===== src/lsd_params.svh =====
`ifndef LSD_PARAMS_SVH
`define LSD_PARAMS_SVH
// register byte offsets
`define LSD_CTRL_OFF 12'h000
`define LSD_VTHR_OFF 12'h004
`define LSD_ITHR_OFF 12'h008
`define LSD_STAT_OFF 12'h00C
// control fields
`define LSD_CTRL_ON_BIT 0
`define LSD_CTRL_RST 32'h00000001
// threshold ranges and defaults in percent
`define LSD_VTHR_MIN 7'h0A
`define LSD_VTHR_MAX 7'h64
`define LSD_VTHR_RST 7'h3C
`define LSD_ITHR_MIN 7'h08
`define LSD_ITHR_MAX 7'h64
`define LSD_ITHR_RST 7'h0A
// percent scale divisor
`define LSD_PCT_FULL 7'h64
`endif


===== src/lsd_pkg.sv =====
package lsd_pkg;
  typedef logic [6:0] lsd_pct_t;
  typedef enum logic {LSD_OFF, LSD_ON} lsd_op_t;
endpackage


===== src/lsd_line_state.sv =====
// Our own choices: the APB interface to the registers and the placing of the registers.
`include "lsd_params.svh"
// Functional notes
// - dead output only when all voltages and all currents below thresholds
// - live output when all three voltages exceed threshold, currents ignored
// - one voltage-above flag per phase
// - one current-above flag per phase
// - on/off operation setting, default on; off disables detection
// - voltage threshold 10 to 100 percent, 1 percent steps, default 60
// - current threshold 8 to 100 percent, 1 percent steps, default 10
module lsd_line_state
  import lsd_pkg::*;
#(
  parameter int MAG_W = 16
) (
  input wire logic clk,
  input wire logic rst,
  // apb slave
  input wire logic psel,
  input wire logic penable,
  input wire logic pwrite,
  input wire logic [11:0] paddr,
  input wire logic [31:0] pwdata,
  output logic [31:0] prdata,
  output logic pready,
  output logic pslverr,
  // measurement front end
  input wire logic [MAG_W-1:0] voltRated,
  input wire logic [MAG_W-1:0] currRated,
  input wire logic [MAG_W-1:0] voltPh1,
  input wire logic [MAG_W-1:0] voltPh2,
  input wire logic [MAG_W-1:0] voltPh3,
  input wire logic [MAG_W-1:0] currPh1,
  input wire logic [MAG_W-1:0] currPh2,
  input wire logic [MAG_W-1:0] currPh3,
  input wire logic detectBlockIn,
  // line state outputs
  output logic voltAbovePh1,
  output logic voltAbovePh2,
  output logic voltAbovePh3,
  output logic currAbovePh1,
  output logic currAbovePh2,
  output logic currAbovePh3,
  output logic lineDeadOut,
  output logic lineLiveOut
);
  // products must stay within a 31-bit compare
  if (MAG_W < 2 || MAG_W > 24) begin : g_bad_width
    $error("lsd_line_state: MAG_W out of range");
  end

  // ---------------------------------------------
  // register file
  // ---------------------------------------------
  lsd_op_t opMode_r;
  lsd_pct_t voltThr_r;
  lsd_pct_t currThr_r;
  logic wrEn;
  logic rdEn;
  logic [31:0] rdData;
  logic addrOk;

  // clamp a written percentage into its legal range
  function automatic lsd_pct_t clampPct(input logic [31:0] v, input lsd_pct_t lo,
                                        input lsd_pct_t hi);
    if (v < 32'(lo)) clampPct = lo;
    else if (v > 32'(hi)) clampPct = hi;
    else clampPct = v[6:0];
  endfunction

  assign wrEn = psel && penable && pwrite;
  assign rdEn = psel && penable && !pwrite;
  assign pready = 1'b1;
  assign addrOk = (paddr == `LSD_CTRL_OFF) || (paddr == `LSD_VTHR_OFF) ||
                  (paddr == `LSD_ITHR_OFF) || (paddr == `LSD_STAT_OFF);
  assign pslverr = psel && penable && !addrOk;

  // operation on/off setting
  always_ff @(posedge clk or posedge rst) begin
    if (rst) begin
      opMode_r <= LSD_ON;
    end else if (wrEn && paddr == `LSD_CTRL_OFF) begin
      opMode_r <= pwdata[`LSD_CTRL_ON_BIT] ? LSD_ON : LSD_OFF;
    end
  end

  // voltage threshold
  always_ff @(posedge clk or posedge rst) begin
    if (rst) begin
      voltThr_r <= `LSD_VTHR_RST;
    end else if (wrEn && paddr == `LSD_VTHR_OFF) begin
      voltThr_r <= clampPct(pwdata, `LSD_VTHR_MIN, `LSD_VTHR_MAX);
    end
  end

  // current threshold
  always_ff @(posedge clk or posedge rst) begin
    if (rst) begin
      currThr_r <= `LSD_ITHR_RST;
    end else if (wrEn && paddr == `LSD_ITHR_OFF) begin
      currThr_r <= clampPct(pwdata, `LSD_ITHR_MIN, `LSD_ITHR_MAX);
    end
  end

  // read mux
  always_comb begin
    rdData = 32'h00000000;
    case (paddr)
      `LSD_CTRL_OFF: rdData = {31'h0, opMode_r == LSD_ON};
      `LSD_VTHR_OFF: rdData = {25'h0, voltThr_r};
      `LSD_ITHR_OFF: rdData = {25'h0, currThr_r};
      `LSD_STAT_OFF: rdData = {24'h0, lineLiveOut, lineDeadOut, currAbovePh3, currAbovePh2,
                               currAbovePh1, voltAbovePh3, voltAbovePh2, voltAbovePh1};
      default: rdData = 32'h00000000;
    endcase
  end

  // registered read data
  always_ff @(posedge clk or posedge rst) begin
    if (rst) begin
      prdata <= 32'h00000000;
    end else if (psel && !penable && !pwrite) begin
      prdata <= rdData;
    end
  end

  // ---------------------------------------------
  // comparators
  // ---------------------------------------------
  logic [MAG_W-1:0] mags [6];
  logic [MAG_W-1:0] rateds [6];
  lsd_pct_t pcts [6];
  logic [5:0] rawAbove;

  assign mags[0] = voltPh1;
  assign mags[1] = voltPh2;
  assign mags[2] = voltPh3;
  assign mags[3] = currPh1;
  assign mags[4] = currPh2;
  assign mags[5] = currPh3;

  for (genvar g = 0; g < 6; g++) begin : g_cmp
    assign rateds[g] = (g < 3) ? voltRated : currRated;
    assign pcts[g] = (g < 3) ? voltThr_r : currThr_r;
    lsd_phase_cmp #(.MAG_W(MAG_W)) u_cmp (
      .clk(clk),
      .rst(rst),
      .mag(mags[g]),
      .rated(rateds[g]),
      .pct(pcts[g]),
      .above(rawAbove[g])
    );
  end

  // ---------------------------------------------
  // line state decision
  // ---------------------------------------------
  logic active;
  logic [MAG_W+6:0] vLhs [3];
  logic [MAG_W+6:0] vRhs;
  logic [MAG_W+6:0] iLhs [3];
  logic [MAG_W+6:0] iRhs;
  logic allVBelow;
  logic allIBelow;
  logic deadRaw_r;

  assign active = (opMode_r == LSD_ON) && !detectBlockIn;

  // strict below tests, separate from the above tests so equality counts as neither
  assign vRhs = (MAG_W+7)'(voltRated) * (MAG_W+7)'(voltThr_r);
  assign iRhs = (MAG_W+7)'(currRated) * (MAG_W+7)'(currThr_r);
  for (genvar p = 0; p < 3; p++) begin : g_below
    assign vLhs[p] = (MAG_W+7)'(mags[p]) * (MAG_W+7)'(`LSD_PCT_FULL);
    assign iLhs[p] = (MAG_W+7)'(mags[p+3]) * (MAG_W+7)'(`LSD_PCT_FULL);
  end
  assign allVBelow = (vLhs[0] < vRhs) && (vLhs[1] < vRhs) && (vLhs[2] < vRhs);
  assign allIBelow = (iLhs[0] < iRhs) && (iLhs[1] < iRhs) && (iLhs[2] < iRhs);

  // per-phase flags gated by enable
  always_ff @(posedge clk or posedge rst) begin
    if (rst) begin
      {currAbovePh3, currAbovePh2, currAbovePh1} <= 3'h0;
      {voltAbovePh3, voltAbovePh2, voltAbovePh1} <= 3'h0;
    end else begin
      {voltAbovePh3, voltAbovePh2, voltAbovePh1} <= active ? rawAbove[2:0] : 3'h0;
      {currAbovePh3, currAbovePh2, currAbovePh1} <= active ? rawAbove[5:3] : 3'h0;
    end
  end

  // below stage, keeps dead in step with the comparator flags
  always_ff @(posedge clk or posedge rst) begin
    if (rst) begin
      deadRaw_r <= 1'b0;
    end else begin
      deadRaw_r <= allVBelow && allIBelow;
    end
  end

  // dead and live conditions
  always_ff @(posedge clk or posedge rst) begin
    if (rst) begin
      lineDeadOut <= 1'b0;
      lineLiveOut <= 1'b0;
    end else begin
      lineDeadOut <= active && deadRaw_r;
      lineLiveOut <= active && (&rawAbove[2:0]);
    end
  end
endmodule


===== src/lsd_phase_cmp.sv =====
`include "lsd_params.svh"
// ---------------------------------------------
// per-phase threshold comparator
// ---------------------------------------------
module lsd_phase_cmp
  import lsd_pkg::*;
#(
  parameter int MAG_W = 16
) (
  input wire logic clk,
  input wire logic rst,
  input wire logic [MAG_W-1:0] mag,
  input wire logic [MAG_W-1:0] rated,
  input wire lsd_pct_t pct,
  output logic above
);
  // products must stay within a 31-bit compare
  if (MAG_W < 2 || MAG_W > 24) begin : g_bad_width
    $error("lsd_phase_cmp: MAG_W out of range");
  end
  logic [MAG_W+6:0] lhs;
  logic [MAG_W+6:0] rhs;
  // mag*100 > rated*pct, strict compare
  assign lhs = (MAG_W+7)'(mag) * (MAG_W+7)'(`LSD_PCT_FULL);
  assign rhs = (MAG_W+7)'(rated) * (MAG_W+7)'(pct);
  always_ff @(posedge clk or posedge rst) begin
    if (rst) begin
      above <= 1'b0;
    end else begin
      above <= (lhs > rhs);
    end
  end
endmodule


===== config.mk =====
export PLATFORM = sky130hd
export DESIGN_NAME = lsd_line_state
export DESIGN_NICKNAME = d
export VERILOG_FILES = /design/src/lsd_pkg.sv /design/src/lsd_line_state.sv /design/src/lsd_phase_cmp.sv
export VERILOG_INCLUDE_DIRS = /design/src
export SDC_FILE = /design/constraint.sdc
export NUM_CORES = 1
export LEC_CHECK = 0
export ABC_AREA = 1
export BUFFER_PORTS_ARGS = -buffer_cell sky130_fd_sc_hd__buf_2
export CORE_MARGIN = 1
export CORE_UTILIZATION = 30
export CTS_BUF_LIST = sky130_fd_sc_hd__clkbuf_16
export DETAILED_ROUTE_END_ITERATION = 10
export PLACE_DENSITY = 0.55
export RECOVER_POWER = 25
export SLEW_MARGIN = 20
export SYNTH_ARGS = -nofsm -noshare
export SYNTH_HDL_FRONTEND = slang
export SYNTH_SLANG_ARGS = --single-unit

===== constraint.sdc =====
create_clock -name clk -period 6.7 [get_ports clk]
set_input_delay 0.335 -clock clk [delete_from_list [all_inputs] [get_ports clk]]
set_output_delay 0.335 -clock clk [all_outputs]
set_load 0.03 [all_outputs]

# After elaboration in Yosys (flattened, before gate mapping)
# Index checks and enable logic that the tools add are counted.
[classes] n_mul=8 magnitude_cmp=15 n_eq_ne=3 mux=7 reduce_logical=25
[ops] cell="$gt 23x23->1" n=6
[ops] cell="$lt 23x23->1" n=6
[ops] cell="$mul 16x5->21 const B" n=6
[ops] cell="$lt 32x4->1 const B" n=2
[ops] cell="$mul 16x7->23" n=2
[ops] cell="$gt 32x7->1 const B" n=1
[ops] cell="$pmux 8 s4" n=1
[ops] cell="$eq 12x4->1 const B" n=2
[ops] cell="$mux 7" n=3
[ops] cell="$logic_and 1x1->1" n=16
[ops] cell="$eq 12x3->1 const B" n=1
[ops] cell="$logic_not 12->1" n=1
[ops] cell="$mux 3" n=2
[ops] cell="$logic_not 1->1" n=4
[ops] cell="$logic_or 1x1->1" n=3
[ops] cell="$reduce_and 3->1" n=1
[ops] cell="$mux 1" n=1
[totals] reg_bits=62 in_bits=178 out_inout_bits=42

# Logic depth before layout (Yosys ltp)
[depth] depth_word=6 depth_mapped=38 ltp_nobuf=37

# By module
# A second synthesis with hierarchy kept.
[hier_totals] hier_cells=9040 area_unflattened_um2=59759.8
[by_module_without_submodules] mod="lsd_phase_cmp at g_cmp[2].u_cmp ..." n_inst=4 cells_per_inst=971 area_each_um2=6259.8
[by_module_without_submodules] mod="lsd_line_state" n_inst=1 cells_per_inst=3233 area_each_um2=22261.4
[by_module_without_submodules] mod="lsd_phase_cmp at g_cmp[0].u_cmp" n_inst=1 cells_per_inst=963 area_each_um2=6231.0
[by_module_without_submodules] mod="lsd_phase_cmp at g_cmp[1].u_cmp" n_inst=1 cells_per_inst=960 area_each_um2=6228.5

# Worst setup path before layout
# No wires, ideal clock.
[synth_timing] path_type="register to register" startpoint="register voltThr_r[5]" endpoint="register deadRaw_r" arrival_time_ns=5.755 required_time_ns=6.631 slack_ns=0.876 path_stages_with_launch=37 path_buffers=2 synth_period_minus_slack_ns=5.824 cell_sequence="dfstp_2 clkbuf_1 clkbuf_1 nand2_1 fa_1 fa_1 inv_1 fa_1 inv_1 fa_1 inv_1 ha_1 nand2_1 nand2_1 nand2_1 nand2_1 nand2_1 nand2_1 a31oi_1 xor2_1 ha_1 nand2_1 o21bai_1 nand2_1 a21oi_1 nand2_1 nand2_1 nand2_1 nand4_1 nand2_1 nand2_1 nand2_1 nand2_1 nand2_1 nor2_1 nand2_1 nor2_2"
[synth_between] elab_chain_len=5 elab_cells_between_ends=7 classes_between="mul (1); order compare (3); reduce/logical (3)"
[synth_rtl] element="start: declaration" line_no="lsd_line_state.sv:56" rtl="lsd_pct_t voltThr_r;"
[synth_rtl] element="start signal: assignment" line_no="lsd_line_state.sv:90" rtl="voltThr_r <= `LSD_VTHR_RST;"
[synth_rtl] element="start signal: assignment" line_no="lsd_line_state.sv:92" rtl="voltThr_r <= clampPct(pwdata, `LSD_VTHR_MIN, `LSD_VTHR_MAX);"
[synth_rtl] element="$mul 16x7->23 (*)" line_no="lsd_line_state.sv:170" rtl="assign vRhs = (MAG_W+7)'(voltRated) * (MAG_W+7)'(voltThr_r);"
[synth_rtl] element="$lt 23x23->1" line_no="lsd_line_state.sv:176" rtl="assign allVBelow = (vLhs[0] < vRhs) && (vLhs[1] < vRhs) && (vLhs[2] < vRhs);"
[synth_rtl] element="$logic_and 1x1->1" line_no="lsd_line_state.sv:176"
[synth_rtl] element="$logic_and 1x1->1 (*)" line_no="lsd_line_state.sv:176"
[synth_rtl] element="$logic_and 1x1->1 (*)" line_no="lsd_line_state.sv:195" rtl="deadRaw_r <= allVBelow && allIBelow;"
[synth_rtl] element="end signal: assignment" line_no="lsd_line_state.sv:195"
[synth_rtl] element="end: declaration" line_no="lsd_line_state.sv:165" rtl="logic deadRaw_r;"
# Every way passes the cells marked *; elsewhere a longest branch is shown, timed or not.
# A chain may end at the register's enable or synchronous reset.

# Worst setup path after layout
[layout_timing] startpoint="register currThr_r[2]" endpoint="register g_cmp[3].u_cmp.above"
[layout_between] elab_chain_len=2
[layout_rtl] element="start: declaration" line_no="lsd_line_state.sv:57" rtl="lsd_pct_t currThr_r;"
[layout_rtl] element="start signal: assignment" line_no="lsd_line_state.sv:99" rtl="currThr_r <= `LSD_ITHR_RST;"
[layout_rtl] element="start signal: assignment" line_no="lsd_line_state.sv:101" rtl="currThr_r <= clampPct(pwdata, `LSD_ITHR_MIN, `LSD_ITHR_MAX);"
[layout_rtl] element="$mul 16x7->23" line_no="lsd_phase_cmp.sv:25" rtl="assign rhs = (MAG_W+7)'(rated) * (MAG_W+7)'(pct);"
[layout_rtl] element="$gt 23x23->1" line_no="lsd_phase_cmp.sv:30" rtl="above <= (lhs > rhs);"
[layout_rtl] element="end signal: assignment" line_no="lsd_phase_cmp.sv:30"
[layout_rtl] element="end: declaration" line_no="lsd_phase_cmp.sv:15" rtl="output logic above"
# Every way passes these cells.

==> run_results.csv <==
group,metric,value,unit
logic_synthesis,syn_area_per_cell,6.97,µm²
setup_path,startpoint,"currThr_r[2]",
die,num_rows,99,
layout,fillers,8018,
clock_network,clk_latency,0.29,ns
clock_network,clkTransAtPathRegs,0.06,ns
timing,fin_skew,0.00837,ns
setup_path,worstSetupEndpoint,"g_cmp[3].u_cmp.above",
setup_path,required,6.85,ns
layout,syn2layout_area_growth,10.5,%
setup_path,reg2reg_from,"currThr_r[2]",
flow_run,cap_violations,1,
clock_network,post-cts-setup-buffers,0,
die,die_height,275,µm
clock_network,max-clock-path-buffers,2,
pwr,vdd_drop_max,102,µV
setup_path,crit_type,"reg2reg",
timing,setup_tns,0,ns
timing,grt_setup_unrepaired,"no",
die,dieArea,75400,µm²
hold_path,hp-class,"in2reg",
setup_path,start_kind,"flip-flop",
placement,post-dp-hpwl,52800,µm
pwr,power_density,200,nW/µm²
detailed_routing,routed.top_layer,"met5",
logic_synthesis,synth-edff-count,0,
die,die_w,275,µm
layout,drive_gt1_share,8.70,%
global_route,grt.overflow.total,0,
detailed_routing,wl_met3,2010,µm
logic_synthesis,syn_area,22300,µm²
timing,slew_headroom,0.0274,%
layout,regArea,967,µm²
setup_path,r2r.worst_path.cells,27,
global_route,grt_pass1_wl,97200,µm
die,core_area,73200,µm²
logic_synthesis,netlist.area_leader.share,28.1,%
timing,period_share,93.9,%
logic_synthesis,netlist_top_cells_area,"ha_1, fa_1, inv_1",
placement,io_buffers,194,
detailed_routing,final_antenna_net_count,0,
detailed_routing,wl_met2,27400,µm
timing,hold_violations,0,
layout,fin_area,24600,µm²
setup_path,crit_arrival,6.44,ns
die,initial_utilization,30.5,%
setup_path,r2r-end,"g_cmp[3].u_cmp.above",
timing,fin_crit,6.29,ns
setup_path,r2r_slack,0.41,ns
timing,setup_violations,0,
timing,max_slew.worst_pin.slew,1.50,ns
clock_network,htreeDepth,2,
timing,slew_viol_final,0,
detailed_routing,routedWlPerCell,13.5,µm
logic_synthesis,synth_seq_cells,38,
placement,gp_congestion,0.877,
outcome,status,"finished with violations",
logic_synthesis,yosys.area.top_type,"ha_1",
layout,finalCoreUtilization,33.7,%
global_route,antenna_found_initial,9,
logic_synthesis,synthTopCellsByCount,"inv_1, nand2_1, ha_1",
clock_network,cts_tree,"built",
detailed_routing,wl_met1,28500,µm
die,io_pins,220,
logic_synthesis,synthArstFlopShare,100,%
logic_synthesis,synth.most_common_cell,"inv_1",
clock_network,numCtsBuffers,5,
clock_network,clkSinkCount,38,
global_route,grt_usage,15.8,%
logic_synthesis,synth_cell_types,51,
logic_synthesis,yosysSeqAreaShare,4.30,%
layout,multi_input_area,17900,µm²
detailed_routing,drtIter0Drc,822,
logic_synthesis,synth_ff_type,"dfrtp_1",
global_route,first_global_vias,19686,
pwr,leakage,15.6,nW
timing,fmax,159,MHz
clock_network,cts_root_buf,"clkbuf_16",
detailed_routing,wirelength,58700,µm
layout,num-nets-final,4272,
detailed_routing,vias_per_cell,4.48,
setup_path,crit_fanout,13,
detailed_routing,dr.pass1.iters,8,
placement,place_area,24400,µm²
detailed_routing,drcViolationCount,11,
global_route,grt_max_degree,39,
logic_synthesis,netlist_instances,3200,
outcome,violations,"design-rule violations, max-capacitance violations",
logic_synthesis,synth-warning-count,0,
setup_path,endpoint_kind,"flip-flop",
timing,whs,0.326,ns
detailed_routing,vias,19500,
[power by group]
group          internal (W)  leakage, nW  switching [W]
combinational       0.00164         15.1        0.00269
clock              0.000212       0.0915      0.0000972
sequential         0.000257        0.469      0.0000196
total               0.00211         15.6        0.00281
[routing by layer]
| metal | track usage, % | vias to the layer above |
|---|---|---|
| li1 | - | 10190 |
| met1 | 21.5 | 8977 |
| met2 | 27.8 | 272 |
| met3 | 1.26 | 51 |
| met4 | 2.24 | 10 |
| met5 | 0 | - |
[worst min-delay path by stage]
stage	start	end	slack, ns	depth (start not counted)
2_1_floorplan	g_cmp[3].u_cmp.above	currAbovePh1	0.45	2
3_3_place_gp	g_cmp[5].u_cmp.above	currAbovePh3	0.47	2
3_5_place_dp	g_cmp[4].u_cmp.above	currAbovePh2	0.47	2
4_1_cts	rst	voltAbovePh3	0.27	2
5_1_grt	pwdata[0]	opMode_r	0.35	3
6_report	pwdata[0]	opMode_r	0.33	3
[final cells by class]
| cell class | count | area share [%] |
|---|---|---|
| multi-input cells | 2273 | 72.8 |
| inverters | 857 | 13.1 |
| well taps | 959 | 4.87 |
| repair buffers | 215 | 4.58 |
| flip-flops and latches | 38 | 3.93 |
| clock buffers | 5 | 0.508 |
| clock inverters | 3 | 0.259 |
| diodes | 1 | 0.0102 |
[kinds of logic (layout without fill, tap and decap cells)]
family | Yosys count | count (layout) | synth area share, %
compound gates | 297 | 297 | 7.70
xor+xnor | 108 | 108 | 4.24
fa+ha+maj | 704 | 704 | 46.4
buf+inv | 912 | 1080 | 15.8
flops | 38 | 38 | 4.30
mux | 6 | 6 | 0.303
other cells | 2 | 26 | 0.0337
simple gates | 1133 | 1133 | 21.3
[state kept, by name, summed over array words and instances (netlist names)]
| name | cells |
|---|---|
| opMode_r | 1 |
| lineDeadOut | 1 |
| voltAbovePh1 | 1 |
| voltAbovePh2 | 1 |
| deadRaw_r | 1 |
| currThr_r | 7 |
| voltAbovePh3 | 1 |
| currAbovePh2 | 1 |
| voltThr_r | 7 |
| lineLiveOut | 1 |
| g_cmp.u_cmp.above | 6 |
| currAbovePh3 | 1 |
| prdata | 8 |
| currAbovePh1 | 1 |
[cells in the final DEF (no fill, tap or decap), drive strengths merged, types with 2 or more instances in the layout]
master	count
inv	856
nand2	800
ha	500
buf	214
fa	204
a21oi	158
nor2	125
nand3	119
xor2	77
o21ai	54
nand4	32
xnor2	31
dfrtp	31
a31oi	26
conb	25
nor3	22
nor4	20
o21bai	18
a21o	12
o21a	7
dfstp	7
mux2	6
a21boi	6
clkbuf	6
a22oi	4
and3	4
nand3b	4
or2	3
o22ai	3
and2	3
clkinv	2
o31ai	2
o211ai	2
bufinv	2
[critical path, cell delays in order (launching register included)]
cell	delay (ns)
dfrtp_1	0.56
nand2_1	0.14
inv_1	0.06
fa_1	0.50
inv_1	0.05
fa_1	0.48
inv_1	0.06
fa_1	0.53
inv_1	0.05
fa_1	0.53
inv_1	0.05
ha_1	0.36
a21oi_1	0.21
o21ai_0	0.15
nand2_1	0.09
nand2_1	0.07
a31oi_1	0.29
inv_1	0.07
a31oi_1	0.22
nor2_1	0.06
nor2_1	0.11
xor2_1	0.44
ha_1	0.20
inv_1	0.05
nor4_1	0.29
nand4_1	0.17
nor3_1	0.23
a21oi_1	0.14
[metrics by stage]
stage               instances  power, W  worst slack, ns
floorplan                3223   0.00348            0.876
global placement         4342   0.00460            0.379
detailed placement       4342   0.00462            0.303
CTS                      4350   0.00496            0.285
global route             4351   0.00568          0.00365
finish                   4351   0.00492            0.410
[timing repair]
item / 4_1_cts / 5_1_grt
hold buffers: 0 / 0
endpoints found under the setup margin: 0 / 2
gates resized for setup: 0 / 6
(Power assumes the default switching activity.)
